--- config.mk ---
export PLATFORM = sky130hd
export DESIGN_NAME = rmc_config_sampler
export DESIGN_NICKNAME = d
export VERILOG_FILES = /design/src/rtl/rmc_pkg.sv /design/src/rtl/rmc_config_sampler.sv /design/src/rtl/rmc_pin_sampler.sv
export SDC_FILE = /design/constraint.sdc
export NUM_CORES = 1
export LEC_CHECK = 0
export BUFFER_PORTS_ARGS = -buffer_cell sky130_fd_sc_hd__buf_2
export CAP_MARGIN = 20
export CORE_ASPECT_RATIO = 0.5
export CORE_MARGIN = 2
export CORE_UTILIZATION = 48
export DETAILED_ROUTE_END_ITERATION = 10
export PLACE_DENSITY = 0.78
export SLEW_MARGIN = 20
export SYNTH_ARGS = -nofsm -noshare
export SYNTH_HDL_FRONTEND = slang
export SYNTH_SLANG_ARGS = --single-unit
--- constraint.sdc ---
create_clock -name clock -period 2 [get_ports clock]
set_clock_uncertainty 0.15 [all_clocks]
set_input_delay 0.3 -clock clock [delete_from_list [all_inputs] [get_ports clock]]
set_output_delay 0.3 -clock clock [all_outputs]
set_load 0.005 [all_outputs]
--- src/rtl/rmc_pkg.sv ---
// Purpose: shared constants and types of the reset mode config sampler
// Assumes: 10 MHz clock, synchronous active-high reset, APB registers
// Notes: config word bit = line * 4 + cycle, cycle 0 is the first
package rmc_pkg;
  localparam int RMC_LINES = 6;
  localparam int RMC_CYC = 4;
  localparam int RMC_CFG_W = 24;
  localparam int RMC_HIST_W = 24;
  // bus map
  localparam int RMC_AW = 12;
  localparam logic [11:0] RMC_OFS_CONFIG = 12'h000;
  localparam logic [11:0] RMC_OFS_CONTROL = 12'h004;
  localparam logic [11:0] RMC_OFS_STATUS = 12'h008;
  localparam logic [1:0] RMC_SEL_CONFIG = 2'h0;
  localparam logic [1:0] RMC_SEL_CONTROL = 2'h1;
  localparam logic [1:0] RMC_SEL_STATUS = 2'h2;
  localparam logic [1:0] RMC_SEL_NONE = 2'h3;
  // control register fields
  localparam int CTL_ISOLATE = 0;
  localparam int CTL_SWAP = 1;
  localparam int CTL_USER_REV = 2;
  localparam logic [2:0] CTL_RESET = 3'h0;
  // status register fields
  localparam int STS_VALID = 0;
  localparam int STS_EFF_BE = 1;
  localparam int STS_PIN_IN = 2;
  localparam int STS_ROUTE_LO = 3;
  // captured config word fields
  localparam int CFG_DBLK0 = 0;
  localparam int CFG_DBLK1 = 1;
  localparam int CFG_EXTCACHE = 2;
  localparam int CFG_BIGEND = 3;
  localparam int CFG_IBLK0 = 4;
  localparam int CFG_IBLK1 = 5;
  localparam int CFG_SNOOP_ADIS = 6;
  localparam int CFG_FLOAT = 7;
  localparam int CFG_REVORD = 8;
  localparam int CFG_INSTR_STREAMING_ENABLE = 9;
  localparam int CFG_PAROFF = 10;
  localparam int CFG_CACHELESS_OPERATION = 11;
  localparam int CFG_RSVD = 12;
  localparam int CFG_PSTORE = 13;
  localparam int CFG_MPEN = 14;
  localparam int CFG_BUSKEEP = 15;
  localparam int CFG_FPR2 = 16;
  localparam int CFG_FPR1 = 17;
  localparam int CFG_FPR0 = 18;
  localparam int CFG_FPCOND = 19;
  localparam int CFG_ENH = 20;
  localparam int CFG_TLBOFF = 21;
  localparam int CFG_TAGM1 = 22;
  localparam int CFG_TAGM0 = 23;
  localparam logic [23:0] CFG_RESET = 24'h000000;
  // fp interrupt routing codes
  localparam logic [2:0] FP_ROUTE_DEFAULT = 3'h7;
  localparam logic [2:0] FP_ROUTE_EXT = 3'h6;
  localparam logic [2:0] FP_DEFAULT_LINE = 3'h3;
  localparam logic [2:0] FP_LINE_NONE = 3'h7;
  typedef enum logic [1:0] {
    RMC_RST = 2'b00,
    RMC_AL1 = 2'b01,
    RMC_AL2 = 2'b11,
    RMC_RUN = 2'b10
  } rmc_state_t;
endpackage

--- src/rtl/rmc_config_sampler.sv ---
// Purpose: capture reset-time mode straps and apply them to the core pins
// Assumes: sys_rst synchronous to clock, interrupt pins active low
// Notes: config becomes valid three edges after reset release
`timescale 1ns/1ps
`default_nettype none
module rmc_config_sampler
  import rmc_pkg::*;
(
  input wire logic clock,
  input wire logic sys_rst,
  input wire logic [11:0] paddr,
  input wire logic psel,
  input wire logic penable,
  input wire logic pwrite,
  input wire logic [31:0] pwdata,
  output logic [31:0] prdata,
  output logic pready,
  output logic pslverr,
  input wire logic [5:0] intPin,
  output logic [5:0] intToCore,
  input wire logic fpIrq,
  input wire logic fpUnitBusy,
  output logic coprocBranchCond1,
  input wire logic [1:0] coreAddrHi,
  input wire logic [1:0] lowAddrIn,
  output logic [1:0] lowAddrOut,
  output logic [1:0] lowAddrOe,
  output logic snoopInvalidate,
  output logic snoopStall,
  output logic coprocBranchCond2,
  output logic coprocBranchCond3,
  input wire logic tagMatch,
  output logic cacheHit,
  input wire logic instrReq,
  input wire logic dataReq,
  output logic instrCacheEn,
  output logic dataCacheEn,
  input wire logic userMode,
  output logic effBigEndian,
  input wire logic dataParityErr,
  input wire logic tagParityErr,
  output logic parityErrReport,
  output logic configValid,
  output logic [1:0] dataRefillBlockSize,
  output logic [1:0] instrRefillBlockSize,
  output logic extendedCacheSize,
  output logic bigEndian,
  output logic snoopAddrDisable,
  output logic outputFloatSelect,
  output logic parityDisplayOrReverseOrder,
  output logic instrStreamingEnable,
  output logic parityCheckOff,
  output logic cachelessOperation,
  output logic partialStoreEnable,
  output logic multiprocessorEnable,
  output logic busDriveKeep,
  output logic [2:0] fpIrqRouteCode,
  output logic fpIrqOnBranchCond,
  output logic enhancedDeviceMode,
  output logic translationBufferOff,
  output logic [1:0] tagMode
);
  typedef struct packed {
    rmc_state_t state;
    logic [23:0] cfg;
    logic [2:0] ctrl;
    logic [31:0] rdata;
    logic slverr;
    logic [5:0] irq;
    logic cond1;
    logic [1:0] addrOut;
    logic [1:0] addrOe;
    logic snInv;
    logic snStall;
    logic cond2;
    logic cond3;
    logic hit;
    logic iEn;
    logic dEn;
    logic effBe;
    logic parErr;
  } rmc_core_t;

  rmc_core_t st_r;
  rmc_core_t st_nxt;
  logic [5:0] intSync;
  logic [1:0] addrSync;
  logic [23:0] intHistory;

  // decode an APB address to a register select
  function automatic logic [1:0] regSel(input logic [11:0] a);
    unique case (a)
      RMC_OFS_CONFIG: regSel = RMC_SEL_CONFIG;
      RMC_OFS_CONTROL: regSel = RMC_SEL_CONTROL;
      RMC_OFS_STATUS: regSel = RMC_SEL_STATUS;
      default: regSel = RMC_SEL_NONE;
    endcase
  endfunction

  // which interrupt line the fp interrupt replaces, none if external
  function automatic logic [2:0] routeLine(input logic [2:0] code);
    if (code == FP_ROUTE_DEFAULT) begin
      routeLine = FP_DEFAULT_LINE;
    end else if (code == FP_ROUTE_EXT) begin
      routeLine = FP_LINE_NONE;
    end else begin
      routeLine = code;
    end
  endfunction

  rmc_pin_sampler u_sampler (
    .clock(clock),
    .intPin(intPin),
    .addrPinIn(lowAddrIn),
    .intSync(intSync),
    .addrSync(addrSync),
    .intHistory(intHistory)
  );

  logic valid;
  logic pinIn;
  logic [2:0] fpCode;
  logic [2:0] fpLine;
  logic [1:0] sel;
  logic setup;
  logic wrAcc;
  logic revNow;
  assign valid = (st_r.state == RMC_RUN);
  assign fpCode = {st_r.cfg[CFG_FPR2], st_r.cfg[CFG_FPR1],
                   st_r.cfg[CFG_FPR0]};
  assign fpLine = routeLine(fpCode);
  // pins become inputs when multiprocessor or snoop address disable is on
  assign pinIn = st_r.cfg[CFG_MPEN] | st_r.cfg[CFG_SNOOP_ADIS];
  assign sel = regSel(paddr);
  assign setup = psel & ~penable;
  assign wrAcc = psel & penable & pwrite;
  // reverse order needs the strap option, software consent and user mode
  assign revNow = st_r.cfg[CFG_REVORD] & st_r.ctrl[CTL_USER_REV] & userMode;

  // next-state logic for the whole block
  always_comb begin
    st_nxt = st_r;
    // state walk: two alignment cycles cover the synchroniser delay
    unique case (st_r.state)
      RMC_RST: st_nxt.state = RMC_AL1;
      RMC_AL1: st_nxt.state = RMC_AL2;
      RMC_AL2: begin
        st_nxt.state = RMC_RUN;
        // history now holds pins of the last four reset cycles
        for (int n = 0; n < RMC_LINES; n++) begin
          for (int c = 0; c < RMC_CYC; c++) begin
            st_nxt.cfg[n*RMC_CYC+c] = intHistory[(RMC_CYC-1-c)*RMC_LINES+n];
          end
        end
      end
      RMC_RUN: st_nxt.state = RMC_RUN;
    endcase
    // read data is prepared in the setup phase, so zero wait states
    if (setup) begin
      st_nxt.slverr = (sel == RMC_SEL_NONE);
      st_nxt.rdata = 32'h00000000;
      unique case (sel)
        RMC_SEL_CONFIG: st_nxt.rdata[23:0] = st_r.cfg;
        RMC_SEL_CONTROL: st_nxt.rdata[2:0] = st_r.ctrl;
        RMC_SEL_STATUS: begin
          st_nxt.rdata[STS_VALID] = valid;
          st_nxt.rdata[STS_EFF_BE] = st_r.effBe;
          st_nxt.rdata[STS_PIN_IN] = pinIn;
          st_nxt.rdata[STS_ROUTE_LO+:3] = fpLine;
        end
        RMC_SEL_NONE: st_nxt.rdata = 32'h00000000;
      endcase
    end
    if (wrAcc && sel == RMC_SEL_CONTROL) begin
      st_nxt.ctrl = pwdata[2:0];
    end
    // interrupt lines to the core, active high inside
    st_nxt.irq = 6'h00;
    if (valid) begin
      st_nxt.irq = ~intSync;
      if (fpLine != FP_LINE_NONE) begin
        st_nxt.irq[fpLine] = fpIrq;
      end
    end
    // cond 1 pin shows busy unless the straps chose the interrupt
    st_nxt.cond1 = st_r.cfg[CFG_FPCOND] ? fpIrq : fpUnitBusy;
    // multifunction low address pins
    st_nxt.addrOut = coreAddrHi;
    st_nxt.addrOe = {2{valid & ~pinIn}};
    st_nxt.snInv = valid & st_r.cfg[CFG_MPEN] & addrSync[0];
    st_nxt.snStall = valid & st_r.cfg[CFG_MPEN] & addrSync[1];
    st_nxt.cond2 = valid & ~st_r.cfg[CFG_MPEN] & pinIn & addrSync[0];
    st_nxt.cond3 = valid & ~st_r.cfg[CFG_MPEN] & pinIn & addrSync[1];
    // isolation makes the tag compare irrelevant
    st_nxt.hit = st_r.ctrl[CTL_ISOLATE] | tagMatch;
    // swap routes each request to the other cache
    if (st_r.ctrl[CTL_SWAP]) begin
      st_nxt.iEn = dataReq;
      st_nxt.dEn = instrReq;
    end else begin
      st_nxt.iEn = instrReq;
      st_nxt.dEn = dataReq;
    end
    st_nxt.effBe = st_r.cfg[CFG_BIGEND] ^ revNow;
    st_nxt.parErr = (dataParityErr | tagParityErr)
                    & ~st_r.cfg[CFG_PAROFF];
  end

  // synchronous reset; board releases it on a clock edge
  always_ff @(posedge clock) begin
    if (sys_rst) begin
      st_r.state <= RMC_RST;
      st_r.cfg <= CFG_RESET;
      st_r.ctrl <= CTL_RESET;
      st_r.rdata <= 32'h00000000;
      st_r.slverr <= 1'b0;
      st_r.irq <= 6'h00;
      st_r.cond1 <= 1'b0;
      st_r.addrOut <= 2'h0;
      st_r.addrOe <= 2'h0;
      st_r.snInv <= 1'b0;
      st_r.snStall <= 1'b0;
      st_r.cond2 <= 1'b0;
      st_r.cond3 <= 1'b0;
      st_r.hit <= 1'b0;
      st_r.iEn <= 1'b0;
      st_r.dEn <= 1'b0;
      st_r.effBe <= 1'b0;
      st_r.parErr <= 1'b0;
    end else begin
      st_r <= st_nxt;
    end
  end

  // bus answers at once; no wait states are ever needed
  assign pready = 1'b1;
  assign prdata = st_r.rdata;
  assign pslverr = st_r.slverr;
  assign intToCore = st_r.irq;
  assign coprocBranchCond1 = st_r.cond1;
  assign lowAddrOut = st_r.addrOut;
  assign lowAddrOe = st_r.addrOe;
  assign snoopInvalidate = st_r.snInv;
  assign snoopStall = st_r.snStall;
  assign coprocBranchCond2 = st_r.cond2;
  assign coprocBranchCond3 = st_r.cond3;
  assign cacheHit = st_r.hit;
  assign instrCacheEn = st_r.iEn;
  assign dataCacheEn = st_r.dEn;
  assign effBigEndian = st_r.effBe;
  assign parityErrReport = st_r.parErr;
  assign configValid = valid;
  // decoded straps straight from the captured word
  assign dataRefillBlockSize = {st_r.cfg[CFG_DBLK1],
                                st_r.cfg[CFG_DBLK0]};
  assign extendedCacheSize = st_r.cfg[CFG_EXTCACHE];
  assign bigEndian = st_r.cfg[CFG_BIGEND];
  assign instrRefillBlockSize = {st_r.cfg[CFG_IBLK1],
                                 st_r.cfg[CFG_IBLK0]};
  assign snoopAddrDisable = st_r.cfg[CFG_SNOOP_ADIS];
  assign outputFloatSelect = st_r.cfg[CFG_FLOAT];
  assign parityDisplayOrReverseOrder = st_r.cfg[CFG_REVORD];
  assign instrStreamingEnable = st_r.cfg[CFG_INSTR_STREAMING_ENABLE];
  assign parityCheckOff = st_r.cfg[CFG_PAROFF];
  assign cachelessOperation = st_r.cfg[CFG_CACHELESS_OPERATION];
  // reserved strap is stored in the config word only
  assign partialStoreEnable = st_r.cfg[CFG_PSTORE];
  assign multiprocessorEnable = st_r.cfg[CFG_MPEN];
  assign busDriveKeep = st_r.cfg[CFG_BUSKEEP];
  assign fpIrqRouteCode = fpCode;
  assign fpIrqOnBranchCond = st_r.cfg[CFG_FPCOND];
  assign enhancedDeviceMode = st_r.cfg[CFG_ENH];
  assign translationBufferOff = st_r.cfg[CFG_TLBOFF];
  assign tagMode = {st_r.cfg[CFG_TAGM1], st_r.cfg[CFG_TAGM0]};
endmodule
`default_nettype wire

--- src/rtl/rmc_pin_sampler.sv ---
// Purpose: two-stage synchronisers for all input pins, strap history for the interrupt pins only
// Assumes: pins are asynchronous to clock
// Notes: history shifts every cycle, word 0 holds the newest sample
`timescale 1ns/1ps
`default_nettype none
module rmc_pin_sampler
  import rmc_pkg::*;
(
  input wire logic clock,
  input wire logic [5:0] intPin,
  input wire logic [1:0] addrPinIn,
  output logic [5:0] intSync,
  output logic [1:0] addrSync,
  output logic [23:0] intHistory
);
  typedef struct packed {
    logic [7:0] s1;
    logic [7:0] s2;
    logic [3:0][5:0] hist;
  } rmc_samp_t;

  rmc_samp_t st_r;
  rmc_samp_t st_nxt;

  // sync stages carry no reset: a reset would only load a constant anyway
  always_comb begin
    st_nxt = st_r;
    st_nxt.s1 = {addrPinIn, intPin};
    st_nxt.s2 = st_r.s1;
    st_nxt.hist[0] = st_r.s2[5:0];
    for (int i = 1; i < RMC_CYC; i++) begin
      st_nxt.hist[i] = st_r.hist[i-1];
    end
  end

  always_ff @(posedge clock) begin
    st_r <= st_nxt;
  end

  assign intSync = st_r.s2[5:0];
  assign addrSync = st_r.s2[7:6];
  assign intHistory = st_r.hist;
endmodule
`default_nettype wire

==> results of run 1 <==
==> synthesized netlist by cell type (all sizes together) <==
cell type / instances / area share [%]
dfxtp: 113 / 59
nand3: 2 / 0.26
and2: 1 / 0.16
nor2b: 3 / 0.49
and3: 5 / 0.81
and2b: 1 / 0.19
a211oi: 6 / 1.2
nor2: 28 / 2.7
o41ai: 1 / 0.23
or2: 2 / 0.32
a22oi: 2 / 0.39
inv: 2 / 0.19
and4b: 1 / 0.26
a22o: 18 / 4.3
a31oi: 1 / 0.16
o31ai: 3 / 0.58
nand2: 57 / 5.5
o21ai: 1 / 0.13
and4: 1 / 0.29
o22ai: 2 / 0.32
nand2b: 4 / 0.65
nor4: 2 / 1.1
nor3b: 1 / 0.19
o2bb2a: 1 / 0.26
clkbuf: 14 / 1.4
nand4: 2 / 0.32
or3b: 2 / 0.45
nor3: 3 / 0.39
conb: 2 / 0.19
nor4b: 1 / 0.23
mux2i: 9 / 2.3
nand3b: 2 / 0.39
a21oi: 26 / 3.4
buf: 58 / 11
xor2: 1 / 0.23
==> timing repair <==
item / CTS / global route
endpoints found under the setup margin: 0 / 0
buffers inserted: 0 / 0
hold buffers: 13 / 0
endpoints found under the hold margin: 13 / 0
==> area by class of cell <==
type,count,area (um^2)
fill,681,3110
sequential,113,2260
multi-input combinational,198,1130
timing repair buffer,126,738
clock buffer,24,492
tap,112,140
clock inverter,6,32.5
inverter,2,7.51
==> cells in the final DEF, fill, tap and decap left out, types with 3 or more instances in the layout <==
cell type,n
clkbuf_8,4
nand2_1,57
nor2b_1,3
dlygate4sd3_1,13
a211oi_1,6
clkinv_2,5
buf_2,106
a22o_2,8
nor2_1,27
nand2b_1,4
and3_1,5
conb_1,9
a21oi_1,26
nor3_1,3
clkbuf_1,3
a22o_1,10
clkbuf_16,17
o31ai_1,3
buf_4,5
dfxtp_1,113
mux2i_1,9
==> critical path: cells and delay by family, from the launching register on <==
kind	cells	cell delay [ns]
flip-flops	1	0.35
buffers and inverters	2	0.20
AND/OR/NAND/NOR	1	0.20
==> stage by stage <==
stage                     hold slack [ns]  power, mW  cell area (um^2)  worst slack (ns)  std cells
final                              0.0156       5.23              4800             0.391        581
after global routing               0.0371       5.45              4800             0.295        581
after CTS                        0.000711       5.27              4800             0.374        581
after detailed placement            0.162       2.64              4150             0.160        538
after global placement              0.162       2.63              4150             0.183        538
after floorplan                     0.160       2.55              3880             0.366        385
==> cells by family (layout without fill, tap and decap cells) <==
group	after synthesis	in the layout	share of synthesized area, %
other	2	9	0.195
AOI/OAI and AO/OA	61	61	11.0
and+or+nand+nor	118	118	14.8
muxes	9	9	2.33
xor gates and xnor gates	1	1	0.227
DFF	113	113	58.6
buffers and inverters	74	158	12.9
==> registers in the layout, indices dropped and copies added (netlist names), 2 cells and up <==
register	flops
fpIrqRouteCode	3
prdata	24
instrRefillBlockSize	2
u_sampler.intHistory	24
intToCore	6
u_sampler.intSync	6
dataRefillBlockSize	2
u_sampler.addrSync	2
lowAddrOut	2
tagMode	2
u_sampler.st_nxt	8
st_r	6
==> worst paths after layout <==
path | slack (ns) | end | startpoint
worst min register to register | 0.17 | u_sampler.intSync[0] | u_sampler.st_nxt[24]
worst max register to register | 0.50 | coprocBranchCond3 | st_r[80]
worst max-delay path | 0.39 | configValid | st_r[80]
worst min-delay path | 0.02 | st_r[53] | pwdata[0]
==> metal layers <==
layer | wire length [um] | vias up
li1 | - | 1366
met1 | 3690 | 1268
met2 | 3660 | 75
met3 | 350 | 6
met4 | 67 | 0
met5 | 0 | -
==> power by group through the flow <==
stage	clock, mW	sequential (mW)	combinational (mW)
after global placement	0	2.42	0.213
after floorplan	0	2.41	0.139
final	2.62	2.38	0.236
after global routing	2.80	2.39	0.264
after CTS	2.66	2.38	0.236
after detailed placement	0	2.42	0.216
==> qor.txt, run 1 <==
Rows = 23
Final Hold Vio Count = 0
Syn. warnings = 0
Die ar. = 8820 um^2
Hold Crit Class = primary input to flip-flop
post-CTS resize count = 0
Post-DP HPWL = 5110 um
Synth Area per Inst = 10.2 um^2
grt met3 use = 7.13%
Clk pwr share = 50.0%
Placer Congestion = 0.741
hold depth = 3
flops & latches, synth = 113
Die H = 67.4 um
CTS sink count = 113
Initial Util = 48.8%
setup TNS = 0 ns
diode count = 0
Clock Latency Late Sink = 0.40 ns
status = completed
Max Clk Rate = 622 MHz
Mapped Cells = 378
grt met1 use = 23.4%
Global Route Usage Sum = 18.4%
Chip Width = 131 um
CTS H-tree depth = 4
Core Region = 7910 um^2
CP Launch Type = flip-flop
busiest grt layer = met2
vias per std cell = 4.67
P_int = 4.13 mW
RSZ-0062 raised after global routing = no
Combinational Power Share = 4.5%
maximum clock path buffer count = 2
count of different cell masters after synthesis = 39
largest net degree at the start of global routing = 27
global-route wire length before repair = 11,900 um
Post-route DRC = 0
MaxCap Viol Count = 0
CTS tree = yes
CP required = 1.55 ns
GR Overflow Total = 0
VDD IR max = 0.000629 V
Final period util = 80.4%
arrival time of the worst setup path = 1.16 ns
Initial DRC Count = 130
number of port buffers = 106
crit-path max FO = 4
vias in the first global route = 2,444
met2 GRT Util = 28.3%
fin crit period = 1.61 ns
Pwr Density = 1090 nW/um^2
Worst Setup End Kind = output port
sequential share of the synthesized area = 58.6%
Final Routed Wirelength = 7770 um
Sw Share = 21.1%
wire per inst = 13.4 um
Post-Syn Area = 3860 um^2
Slew Viols, Final = 0
post-layout util = 60.7%
Flop pwr share = 45.5%
root buf cell = clkbuf_16
worst reg2reg path depth = 5
proportion of layout cells with a drive suffix above 1 = 33.3%
CTS Buf Count = 17
Pre-antenna DRT Iters = 5
Net Switching = 1.11 mW
Nets = 525
worst path cell trace = nand2b_1, inv_1, buf_2
via count = 2,715
P&R area growth vs syn = 24.4%
CP max stage cell = dfxtp_1
leak pwr = 2.20 nW
initial antenna violation count = 0
Worst-path clk slew = 0.05 ns
Setup violations, final = 0
delay of the slowest critical-path stage = 0.35 ns
kind of critical path = flip-flop to output port
I/O Pins = 145
antenna-violating nets left = 0
Power figures use the tool's default switching activity.
==> run 2: changes to the inputs <==
Settings changed: ABC_AREA set to 1, CORE_UTILIZATION 48 to 49, PLACE_DENSITY 0.78 to 0.79.
Clock period 2 ns to 1.6 ns, I/O delays scaled along.
==> run 2 against run 1 <==
Wire length grew 16%. Sequential power rose by 26%. Sequential cell count unchanged. Via count rose by 17%. Critical path depth rose by 1. Clock power grew 45%. Worst hold slack improved by 0.017 ns. Combinational power rose by 75%.
==> qor.txt, run 2 <==
Die H = 68.6 um (+1.8%)
Post-Syn Area = 4090 um^2 (+6.0%)
Combinational Power Share = 5.7% (+1.2 points)
wire per inst = 13.2 um (-1.3%)
Final Routed Wirelength = 8990 um (+16%)
Post-route DRC = 0 (unchanged)
ys flop type = dfxtp_1
arrival time of the worst setup path = 1.15 ns (about the same)
P_int = 5.71 mW (+38%)
most frequent cells after synthesis = dfxtp_1, nor2_1, buf_4
Core Region = 8060 um^2 (+1.8%)
CTS tree = yes
Async SR Flop Fraction = 0% (unchanged)
Max Clk Rate = 651 MHz
Worst-path clk slew = 0.05 ns (about the same)
Nets = 623 (+19%)
Slew Viols, Final = 0 (unchanged)
Post-DP HPWL = 6100 um (+19%)
Mapped Cells = 456 (+21%)
Initial Util = 50.8% (+2.0 points)
setup TNS = 0 ns (unchanged)
count of different cell masters after synthesis = 28 (-28%)
Syn. warnings = 0 (unchanged)
Pwr Density = 1380 nW/um^2 (+26%)
crit-path max FO = 4 (unchanged)
global-route wire length before repair = 14,400 um (+21%)
via count = 3,185 (+17%)
kind of critical path = flip-flop to output port
Compound-Gate Fraction of Synth Area = 10.6% (-0.31 points)
flops & latches, synth = 113 (unchanged)
Clk pwr share = 52.6% (+2.6 points)
Pre-antenna DRT Iters = 4 (-1)
commonest non-fill, non-tap cell in the layout = dfxtp_1
leak pwr = 2.37 nW (+7.8%)
RSZ-0062 raised after global routing = no
GR Overflow Total = 0 (unchanged)
commonest cells after routing, fill and taps aside = dfxtp_1, buf_2, nor2_1
proportion of layout cells with a drive suffix above 1 = 32.3% (-0.92 points)
CP required = 1.21 ns (-0.34 ns)
Chip Width = 133 um (+1.8%)
Global Route Usage Sum = 21.0% (+2.6 points)
Clock Latency Late Sink = 0.40 ns (about the same)
diode count = 0 (unchanged)
Final Hold Vio Count = 0 (unchanged)
Net Switching = 1.51 mW (+36%)
Worst Setup End Kind = output port
area leader, netlist = dfxtp_1
Hold Crit Class = primary input to flip-flop
Setup violations, final = 0 (unchanged)
VDD IR max = 0.000765 V (+22%)
Synth Area per Inst = 8.97 um^2 (-12%)
Rows = 23 (unchanged)
Initial DRC Count = 186 (+43%)
Post CTS Setup Buffer Count = 0 (unchanged)
CP Launch Type = flip-flop
Die ar. = 9140 um^2 (+3.7%)
P&R area growth vs syn = 28.2%
CTS H-tree depth = 4 (unchanged)
Adder-Cell Fraction of Synth Area = 0% (unchanged)
Final period util = 95.9%
maximum clock path buffer count = 2 (unchanged)
CTS sink count = 113 (unchanged)
largest family of logic cells by synthesized area = simple AND/OR/NAND/NOR gates
status = completed
XOR/XNOR Fraction of Synth Area = 0% (-0.23 points)
Post-Synth Simple-Gate Area = 19.6% (+4.8 points)
Flop pwr share = 41.7% (-3.8 points)
top post-synthesis cells by area = dfxtp_1, buf_4, nor2_1, o21ai_0, nand2_1
initial antenna violation count = 0 (unchanged)
CTS Buf Count = 17 (unchanged)
largest net degree at the start of global routing = 32 (+19%)
EDFF count, synth = 0 (unchanged)
worst hold slack = 0.0323 ns (+0.0168 ns)
root buf cell = clkbuf_16
Sw Share = 20.9% (-0.24 points)
vias in the first global route = 2,972 (+22%)
antenna-violating nets left = 0 (unchanged)
I/O Pins = 145 (unchanged)
MaxCap Viol Count = 0 (unchanged)
fin crit period = 1.54 ns
Yosys top cell area share = 55.3% (-3.3 points)
count leader, synth = dfxtp_1
mux share of post-synthesis cell area = 0% (-2.3 points)
vias per std cell = 4.68 (about the same)
Placer Congestion = 0.803 (+8.3%)
number of port buffers = 106 (unchanged)
sequential share of the synthesized area = 55.3% (-3.3 points)
==> run 2: cell types whose count changed after synthesis, sizes merged, moves of 4 or more <==
| cell | change |
|---|---|
| nor2 | +47 |
| o21ai | +40 |
| nand3 | +31 |
| inv | +25 |
| a22o | -18 |
| nand2 | -13 |
| mux2i | -9 |
| nor3 | +6 |
| a21oi | +5 |
| and3 | -5 |
| nand2b | -4 |
==> run 2: power by group through the flow <==
stage               Clock [mW]  Sequential, mW  Combinational (mW)
floorplan                    0            3.05               0.232
global placement             0            3.06               0.360
detailed placement           0            3.06               0.367
CTS                       3.86            3.00               0.410
global route              3.99            3.01               0.470
finish                    3.80            3.00               0.414
==> run 2: per-stage QoR <==
step / instances / utilization (%) / setup WS (ns) / power, mW / area [um^2]
after floorplan: 463 / - / 0.368 / 3.28 / 4120
after global placement: 628 / 54.9 / 0.168 / 3.42 / 4430
after detailed placement: 628 / 54.9 / 0.0768 / 3.43 / 4430
after CTS: 681 / 65.0 / 0.00450 / 7.27 / 5240
after global routing: 681 / 65.1 / 0.00977 / 7.47 / 5240
final: 681 / 65.1 / 0.0648 / 7.21 / 5240
==> run 2: critical path: stages (launching register included) <==
cell and delay, ns:
dfxtp_2 0.34, inv_1 0.05, nor2_2 0.11, buf_6 0.14, buf_2 0.11
==> run 2: area by class of cell <==
type | instances | area [um^2]
multi-input combinational | 254 | 1270
clock buffer | 20 | 437
inverter | 28 | 110
clock inverter | 12 | 165
fill | 687 | 2810
tap | 112 | 140
sequential | 113 | 2260
timing repair buffer | 142 | 857
==> run 2: metal layers <==
layer,GRT usage [%],up-vias,routed length (um)
li1,-,1619,-
met1,26.4,1453,4070
met2,35.0,105,4210
met3,5.77,8,628
met4,8.78,0,82
met5,0,-,0
==> run 2: cells by family after synthesis <==
logic type	count (synthesis)
simple gates	168
other cells	2
flops	113
compound gates	77
buf+inv	96
==> run 2: final timing paths <==
kind                                      startpoint  cells past startpoint               endpoint  slack, ns
worst max-delay path                        st_r[81]                      4            configValid       0.06
worst min-delay path                           fpIrq                      3      coprocBranchCond1       0.03
worst max register to register              st_r[54]                      4            dataCacheEn       0.17
worst min register to register  u_sampler.st_nxt[31]                      0  u_sampler.addrSync[1]       0.17
==> run 2: timing repair <==
action,4_1_cts,5_1_grt
hold buffers,21,0
endpoints found under the setup margin,0,2
gates resized for setup,0,3
hold endpoints to repair,19,0
